$ cat src/pkg/tpc_pkg.sv
// Shared constants for the two-phase pulse event counter
package tpc_pkg;

  localparam int unsigned CNT_W         = 16;
  localparam logic [15:0] CNT_RESET     = 16'h0000;
  localparam logic [15:0] RELOAD_RESET  = 16'h0000;
  localparam logic [15:0] CNT_MAX       = 16'hffff;
  localparam logic [15:0] CNT_MIN       = 16'h0000;
  localparam logic [15:0] CNT_ONE       = 16'h0001;
  // Cycles from a pin change to the counter update it causes
  localparam int unsigned PIN_LATENCY   = 3;

  // Instance numbers that fix the processing choice, or leave it selectable for instance three
  localparam int unsigned INST_NORMAL_ONLY = 2;
  localparam int unsigned INST_SELECTABLE  = 3;
  localparam int unsigned INST_MUL4_ONLY   = 4;

  // Processing mode, one-hot
  typedef enum logic [1:0] {
    TPC_MODE_NORMAL = 2'h1,
    TPC_MODE_MUL4   = 2'h2
  } tpc_mode_t;

endpackage

$ cat src/rtl/tpc_counter.sv
// Two-phase pulse event counter with reload register
// Summary of operation
// - While running, a software write changes only the reload register, not the count, unless it lands on a reloading wrap.
// - A value written while running reaches the counter at the next reload.
// - Normal: phase pin high, count-pin rise counts up, fall counts down.
// - Times four: count pin rising with phase high means count up on all edges.
// - Times four: count pin falling with phase high means count down on all edges.
// - Free-running: no reload on overflow or underflow, the count wraps.
// - Only instance three selects processing; two is normal, four is times four.
// - Overflow or underflow loads the counter from the reload register.
// - A write while stopped loads both reload register and counter.
// - Every overflow or underflow raises the interrupt request.
// - Counting runs while the start flag is one and halts when zero.
`timescale 1ns/100ps
module tpc_counter #(
  parameter int unsigned INSTANCE = tpc_pkg::INST_SELECTABLE, // 2, 3 or 4
  parameter int unsigned WIDTH    = tpc_pkg::CNT_W            // Counter width
) (
  input  wire logic             clk_i,                 // Core clock, 250 MHz
  input  wire logic             rst_i,                 // Synchronous reset, active high
  input  wire logic             count_start_i,         // Count start flag
  input  wire logic             free_run_i,            // Free-running option
  input  wire logic             mul4_sel_i,            // Times-four select, instance three only
  input  wire logic             wr_en_i,               // Software write strobe
  input  wire logic [WIDTH-1:0] wr_data_i,             // Software write value
  input  wire logic             count_input_pin_i,     // Count input pin
  input  wire logic             phase_reference_pin_i, // Phase reference pin
  output logic      [WIDTH-1:0] count_o,               // Live count value
  output logic      [WIDTH-1:0] reload_o,              // Reload register value
  output logic                  irq_o,                 // Overflow or underflow, one-cycle pulse
  output logic                  mul4_o                 // Times-four processing in effect
);

  localparam logic [WIDTH-1:0] MAX_V = {WIDTH{1'b1}};
  localparam logic [WIDTH-1:0] MIN_V = {WIDTH{1'b0}};
  localparam logic [WIDTH-1:0] ONE_V = {{(WIDTH-1){1'b0}}, 1'b1};

  logic [WIDTH-1:0] count_r;
  logic [WIDTH-1:0] count_nxt;
  logic [WIDTH-1:0] reload_r;
  logic             irq_r;
  tpc_pkg::tpc_mode_t mode_w;

  // Pin synchronisers, index 0 count pin, index 1 phase pin
  logic [1:0] pin_raw;
  logic [1:0] lvl_w;
  logic [1:0] prv_w;
  logic [1:0] rise_w;
  logic [1:0] fall_w;

  assign pin_raw = {phase_reference_pin_i, count_input_pin_i};

  genvar gi;
  generate
    for (gi = 0; gi < 2; gi++) begin : g_sync
      tpc_pin_sync u_sync (
        .clk_i   (clk_i),
        .rst_i   (rst_i),
        .pin_i   (pin_raw[gi]),
        .level_o (lvl_w[gi]),
        .prev_o  (prv_w[gi]),
        .rise_o  (rise_w[gi]),
        .fall_o  (fall_w[gi])
      );
    end
  endgenerate

  // Processing choice fixed by instance, except instance three, where mul4_sel_i selects it
  always_comb begin
    mode_w = tpc_pkg::TPC_MODE_NORMAL;
    if (INSTANCE == tpc_pkg::INST_MUL4_ONLY) begin
      mode_w = tpc_pkg::TPC_MODE_MUL4;
    end else if (INSTANCE == tpc_pkg::INST_SELECTABLE && mul4_sel_i) begin
      mode_w = tpc_pkg::TPC_MODE_MUL4;
    end
  end

  assign mul4_o = (mode_w == tpc_pkg::TPC_MODE_MUL4);

  // Step decode
  logic cin_chg;
  logic ph_chg;
  logic step_up;
  logic step_dn;

  assign cin_chg = rise_w[0] | fall_w[0];
  assign ph_chg  = rise_w[1] | fall_w[1];

  always_comb begin
    step_up = 1'b0;
    step_dn = 1'b0;
    case (mode_w)
      tpc_pkg::TPC_MODE_NORMAL: begin
        step_up = lvl_w[1] & rise_w[0];
        step_dn = lvl_w[1] & fall_w[0];
      end
      tpc_pkg::TPC_MODE_MUL4: begin
        // Simultaneous change on both pins is ambiguous and dropped
        if (cin_chg ^ ph_chg) begin
          step_up = lvl_w[1] ^ prv_w[0];
          step_dn = ~(lvl_w[1] ^ prv_w[0]);
        end
      end
      default: begin
        step_up = 1'b0;
        step_dn = 1'b0;
      end
    endcase
  end

  logic run_w;
  logic ovf_w;
  logic unf_w;
  logic wrap_w;

  assign run_w  = count_start_i;
  assign ovf_w  = run_w & step_up & (count_r == MAX_V);
  assign unf_w  = run_w & step_dn & (count_r == MIN_V);
  assign wrap_w = ovf_w | unf_w;

  // Reload register; a running write goes here, and into the count only on a reloading wrap
  always_ff @(posedge clk_i) begin
    if (rst_i) begin
      reload_r <= WIDTH'(tpc_pkg::RELOAD_RESET);
    end else if (wr_en_i) begin
      reload_r <= wr_data_i;
    end
  end

  // A write landing on the reload cycle is taken as the reload value
  always_comb begin
    count_nxt = count_r;
    if (!run_w) begin
      if (wr_en_i) begin
        count_nxt = wr_data_i;
      end
    end else if (wrap_w && !free_run_i) begin
      count_nxt = wr_en_i ? wr_data_i : reload_r;
    end else if (step_up) begin
      count_nxt = count_r + ONE_V;
    end else if (step_dn) begin
      count_nxt = count_r - ONE_V;
    end
  end

  always_ff @(posedge clk_i) begin
    if (rst_i) begin
      count_r <= WIDTH'(tpc_pkg::CNT_RESET);
    end else begin
      count_r <= count_nxt;
    end
  end

  always_ff @(posedge clk_i) begin
    if (rst_i) begin
      irq_r <= 1'b0;
    end else begin
      irq_r <= wrap_w;
    end
  end

  assign count_o  = count_r;
  assign reload_o = reload_r;
  assign irq_o    = irq_r;
endmodule

$ cat src/rtl/tpc_pin_sync.sv
// Input synchroniser with edge detection for one pulse pin
`timescale 1ns/100ps
module tpc_pin_sync (
  input  wire logic clk_i,   // Core clock
  input  wire logic rst_i,   // Synchronous reset, active high
  input  wire logic pin_i,   // Raw pin level
  output logic      level_o, // Synchronised level
  output logic      prev_o,  // Synchronised level one cycle earlier
  output logic      rise_o,  // Rising edge, one-cycle pulse
  output logic      fall_o   // Falling edge, one-cycle pulse
);

  logic meta_r;
  logic sync_r;
  logic hist_r;

  // First stage feeds only the second stage
  always_ff @(posedge clk_i) begin
    if (rst_i) begin
      meta_r <= 1'b0;
      sync_r <= 1'b0;
      hist_r <= 1'b0;
    end else begin
      meta_r <= pin_i;
      sync_r <= meta_r;
      hist_r <= sync_r;
    end
  end

  assign level_o = sync_r;
  assign prev_o  = hist_r;
  assign rise_o  = sync_r & ~hist_r;
  assign fall_o  = ~sync_r & hist_r;

endmodule

$ cat config.mk
export PLATFORM = sky130hd
export DESIGN_NAME = tpc_counter
export DESIGN_NICKNAME = d
export VERILOG_FILES = /design/src/pkg/tpc_pkg.sv /design/src/rtl/tpc_counter.sv /design/src/rtl/tpc_pin_sync.sv
export SDC_FILE = /design/constraint.sdc
export NUM_CORES = 1
export LEC_CHECK = 0
export ABC_AREA = 1
export BUFFER_PORTS_ARGS = -buffer_cell sky130_fd_sc_hd__buf_2
export CORE_ASPECT_RATIO = 0.6
export CORE_UTILIZATION = 30
export DETAILED_ROUTE_END_ITERATION = 12
export HOLD_SLACK_MARGIN = 0.15
export SYNTH_ARGS = -nofsm -noshare
export SYNTH_HDL_FRONTEND = slang
export SYNTH_SLANG_ARGS = --single-unit
$ cat constraint.sdc
create_clock -name clk_i -period 2.2 [get_ports clk_i]
set_input_delay 0.11 -clock clk_i [delete_from_list [all_inputs] [get_ports clk_i]]
set_output_delay 0.11 -clock clk_i [all_outputs]
set_load 0.02 [all_outputs]
After elaboration in Yosys (flattened, before gate mapping) --
Index checks and enable logic that the tools add are counted.
Cells by class: add/subtract/negate cells 2, equality and inequality tests 4, mux-type cells 11, bitwise logic cells 20, reduce and logical (&&, ||, !) cells 5
Operators by type and width (number):
- two-way mux 16 bit | 6
- adder 16 x 1 -> 16 bit (second input constant) | 1
- == test 16 bit (second input constant) | 1
- logical NOT 16 bit | 1
- subtractor 16 x 1 -> 16 bit (second input constant) | 1
- bitwise AND 1 bit | 10
- inverter 1 bit | 5
- != test 4 x 1 -> 1 bit (second input constant) | 1
- one-hot mux 1 bit (2 select lines) | 2
- OR 1 bit | 3
- == test 2 x 1 -> 1 bit (second input constant) | 1
- == test 2 bit (second input constant) | 1
- two-way mux 1 bit | 2
- two-way mux 2 bit | 1
- AND reduction 2 bit | 1
- nonzero test 2 bit | 1
- bitwise XOR 1 bit | 2
- logical AND 1 bit | 1
- logical NOT 1 bit | 1
Storage, ports and cells: register bits 39, bits of input ports 24, output and inout bits 34, logic and storage cells 51

Depth between registers and ports, before layout --
word-level depth 12, depth in mapped cells 21, gate-level depth less buffers 20

By module --
Synthesis repeated with hierarchy kept, for this count alone.
Unflattened totals: cell total of the unflattened synthesis 448, area total of the unflattened synthesis 2945.3 um^2
By module, submodules not included:
- tpc_counter | times used 1, cells an instance 424, area an instance 2757.6 um^2, seq. area each 660.6 um^2
- tpc_pin_sync | times used 2, cells an instance 12, area an instance 93.8 um^2, seq. area each 60.1 um^2

Least setup slack after synthesis --
OpenSTA, ideal clock, no wires.
kind register to register, from reg g_sync[0].u_sync.hist_r, to reg count_r[10] (netlist: count_o[10]), library setup time 0.070 ns, data arrival time 2.247 ns, required time 2.130 ns, path slack -0.117 ns, cell stages (with the launch flop) 22, path buffers 1, clock period less this slack 2.317 ns, cells stage by stage dfxtp_1 > inv_1 > ha_1 > inv_1 > nand3_2 > nand3_4 > nand2_4 > buf_12 > nand2_2 > nand2_2 > inv_1 > ha_1 > inv_1 > nand2_1 > nand2_1 > o21ai_2 > nand2_1 > nand2_1 > nand2_1 > nand3_1 > nand2_1 > a21oi_1
Between the ends: cells in the longest elaborated chain, start to end 12, elaborated cells on any way between the ends 24, classes of those cells eq/ne (1); mux (7); bitwise (14); reduce/logical (2)
Ends and longest elaborated chain:
- start: declaration | RTL line tpc_pin_sync.sv:15 | logic hist_r;
- start signal: assignment | RTL line tpc_pin_sync.sv:26 | hist_r <= sync_r;
- inverter 1 bit | RTL line tpc_pin_sync.sv:32 | assign rise_o = sync_r & ~hist_r;
- bitwise AND 1 bit | RTL line tpc_pin_sync.sv:32
- OR 1 bit | RTL line tpc_counter.sv:86 | assign cin_chg = rise_w[0] | fall_w[0];
- bitwise XOR 1 bit | RTL line tpc_counter.sv:99 | if (cin_chg ^ ph_chg) begin
- two-way mux 1 bit | RTL line tpc_counter.sv:99
- one-hot mux 1 bit (2 select lines) | RTL line tpc_counter.sv:92 | case (mode_w)
- bitwise AND 1 bit, on equally long branches (2 in a row) | RTL line tpc_counter.sv:117, tpc_counter.sv:118
- OR 1 bit | RTL line tpc_counter.sv:119 | assign wrap_w = ovf_w | unf_w;
- logical AND 1 bit | RTL line tpc_counter.sv:137 | end else if (wrap_w && !free_run_i) begin
- != test 4 x 1 -> 1 bit (no line) or two-way mux 16 bit (tied branches)
- AND reduction 2 bit (no line) or two-way mux 16 bit (tied branches)
- end signal: assignment | RTL line tpc_counter.sv:148 | count_r <= WIDTH'(tpc_pkg::CNT_RESET);
- end signal: assignment | RTL line tpc_counter.sv:150 | count_r <= count_nxt;
- end: declaration | RTL line tpc_counter.sv:38 | logic [WIDTH-1:0] count_r;
Several ways; a longest one is shown, not always the timed one. A chain may end at the register's enable or synchronous reset.

Worst setup path in the final report --
from reg g_sync[0].u_sync.hist_r, to reg count_r[14] (netlist: count_o[14])
The elaborated chain is that of the path after synthesis.

==> impl_metrics.json <==
{
  "status": "finished, violations left",
  "violations": "setup timing",
  "grt_overflow": 0,
  "n_antenna_cell": 0,
  "synth_common_cells": "nand2_1, inv_1, nand3_1, nor2_1, dfxtp_1",
  "tritoncts": "done",
  "synth_nets": 464,
  "synth.top_cell.area_share": 0.2732,
  "areaGrowthSynthToFinish_pct": 47.55,
  "grtUsageTotal": 0.2024,
  "yosys_most_used_dff": "dfxtp_1",
  "vdd_drop_max_uv": 451.1,
  "syn_area_sq_mm": 0.002858,
  "die_w_microns": 128,
  "finalPower_mw": 2.956,
  "wl_mm": 10.08,
  "crit_path_max_fanout": 5,
  "critical_path_class": "reg -> reg",
  "cp.required_ns": 2.41,
  "rsz0062_at_grt": "yes",
  "start_util": 0.3099,
  "cts.clk_slew.worst_paths_ns": 0.06,
  "fp.dieH_microns": 77.60,
  "end_kind": "flip-flop",
  "num_rows": 27,
  "crit_family": "simple AND/OR/NAND/NOR gates",
  "grt_pass1_wl_mm": 15.79,
  "hp-class": "in -> reg",
  "critPathMaxStageDelay_ns": 0.33,
  "io_buffers": 57,
  "synthCells": 437,
  "fin_tns_setup_ns": -0.6856,
  "comb_power_share": 0.424,
  "gr-usage-met1": 0.2863,
  "cts_root_buf": "clkbuf_16",
  "finalSetupViolations": 10,
  "crit_slowest_cell": "dfxtp_2",
  "grt_max_degree": 24,
  "clock.fmax_mhz": 434.0,
  "drt_pass1_iterations": 5,
  "slew_headroom": 0.5638,
  "antenna_found_initial": 0,
  "setup_ws_ns": -0.1041,
  "skew_ns": 0.005960,
  "core_sq_mm": 0.009223,
  "dpl.hpwl_mm": 7.450,
  "ctsHtreeMaxLevel": 2,
  "dieArea_sq_mm": 0.009933,
  "io_pins": 58,
  "drt_drc_violations_left": 0,
  "sw_frac_of_total": 0.3796,
  "worstSkewPairLatency_ns": 0.29,
  "wire_per_inst_microns": 14.85,
  "worst_pin_slew_ns": 0.6458,
  "cts_buffers": 5,
  "crit_chain": "inv_2, ha_4, nand3_2, nand3_4, nand2_8, buf_6, nand2_2, nand2_2, nor2_4, nand2_2, o21ai_4, nand2_2, nand2_1, nand2_1, nand3_1, nand2_1, a21oi_1",
  "power_density_mw_per_mm2": 701.0,
  "placed_area_sq_mm": 0.003521,
  "busiest_layer": "met2",
  "cts_num_sinks": 39,
  "synth_seq_cells": 39,
  "yosysMostFrequentCell": "nand2_1",
  "grt_pass1_vias": 3206,
  "p_seq_frac": 0.275,
  "power.clock.fraction": 0.300,
  "p_sw_mw": 1.122,
  "vias_per_cell": 4.957,
  "arrival_ns": 2.52,
  "synthTopCellsByArea": "dfxtp_1, nand2_1, nand3_1",
  "hold_slack_ns": 0.1571,
  "yosys.area.top_type": "dfxtp_1",
  "hold_viol": 0,
  "ys_seq_area_frac": 0.2732,
  "drive_gt1_frac": 0.3807,
  "synth_area_per_cell_sq_um": 6.539,
  "utilization": 0.4572,
  "yosys_warnings": 0,
  "finalCritPeriodShare": 1.047,
  "crit_top_cell": "nand2_2",
  "cp.buffers_inverters": 2,
  "num_vias": 3366,
  "nNetsFinal": 575,
  "period_needed_ns": 2.304,
  "async_flop_share": 0,
  "cap_violations": 0,
  "final_area_sq_mm": 0.004217,
  "final_max_slew_viol_count": 0,
  "gp_congestion": 0.9132,
  "postRouteAntennaNets": 0,
  "grt_use_met2": 0.3125,
  "power.leakage_nw": 2.069,
  "synth_edf_count": 0,
  "ys_types": 40,
  "cts.path.max_buffers": 2,
  "drtIter0Drc": 268,
  "critPathLaunchType": "flip-flop",
  "grt_use_met3": 0.05103,
  "power.internal_mw": 1.834
}
[cells in the final DEF (no fill, tap or decap), drive strengths merged]
| cell | n |
|---|---|
| mux2i | 16 |
| bufinv | 1 |
| clkbuf | 6 |
| a21oi | 36 |
| nor2 | 46 |
| xor2 | 6 |
| buf | 107 |
| dfxtp | 39 |
| inv | 56 |
| nand4 | 2 |
| nor4 | 5 |
| clkinvlp | 1 |
| nand3b | 3 |
| o41ai | 7 |
| o211ai | 3 |
| ha | 3 |
| clkinv | 2 |
| o31ai | 1 |
| nand3 | 44 |
| nand2 | 118 |
| dlygate4sd3 | 16 |
| xnor2 | 3 |
| o21ai | 21 |
| and2 | 1 |
| nor3 | 4 |
| or2 | 2 |
[final cells by class]
class                   instances  area, sq um
clock buffers                   6        138.9
repair buffers                123        852.1
flip-flops and latches         39        784.5
inverters                      58        224.0
well taps                     130        162.7
multi-input cells             321         2016
clock inverters                 2        38.79
fillers                       941         5006
[flip-flops by register name, indices dropped and copies added (netlist names)]
name and flops:
irq_o 1, g_sync.u_sync.level_o 2, reload_o 16, g_sync.u_sync.meta_r 2
count_o 16, g_sync.u_sync.prev_o 2
[power groups by stage]
stage	Sequential, mW	Combinational (mW)	Clock [mW]
2_1_floorplan	0.899	0.616	0
3_3_place_gp	0.824	1.03	0
3_5_place_dp	0.826	1.03	0
4_1_cts	0.812	1.16	0.900
5_1_grt	0.820	1.37	0.929
6_report	0.814	1.25	0.888
[layer usage]
metal / wire length, microns / vias up
met4: 81 / 0
met5: 0 / -
met2: 4440 / 120
met3: 711 / 8
met1: 4850 / 1591
li1: - / 1647
[stage by stage]
stage	setup WS, ns	std cells
2_1_floorplan	-0.01105	437
3_3_place_gp	-0.1078	643
3_5_place_dp	-0.1504	643
4_1_cts	-0.06893	673
5_1_grt	-0.2516	679
6_report	-0.1041	679
[cell families (layout without fill, tap and decap cells)]
family / Yosys count / after routing / synth area share
adder cells (fa/ha/maj): 3 / 3 / 0.01314
buffers and inverters: 77 / 189 / 0.1152
multiplexers: 16 / 16 / 0.05604
flip-flops: 39 / 39 / 0.2732
AO/OA/AOI/OAI: 68 / 68 / 0.1423
XOR/XNOR: 9 / 9 / 0.03809
AND/OR/NAND/NOR: 225 / 225 / 0.3621
[worst paths after layout]
check                          start                        to  slack (ns)  cells past startpoint
min reg2reg  g_sync[0].u_sync.meta_r  g_sync[0].u_sync.level_o        0.39                      2
max          g_sync[0].u_sync.prev_o               count_o[14]       -0.10                     17
min                    wr_data_i[11]              reload_o[11]        0.16                      3
max reg2reg  g_sync[0].u_sync.prev_o               count_o[14]       -0.10                     17
[tightest hold or removal path, delay by kind of cell]
| kind | cells | cell delay, ns |
|---|---|---|
| buffers and inverters | 1 | 0.10 |
| multiplexers | 1 | 0.08 |
| AND/OR/NAND/NOR | 1 | 0.11 |
[what timing repair did]
item	in CTS	in global routing
endpoints found under the hold margin	25	0
resized for setup	44	26
hold buffers	16	0
setup buffers	6	6
pin swaps	23	11
setup endpoints to repair	16	16
Note: power is estimated with default switching activity, not from simulation.
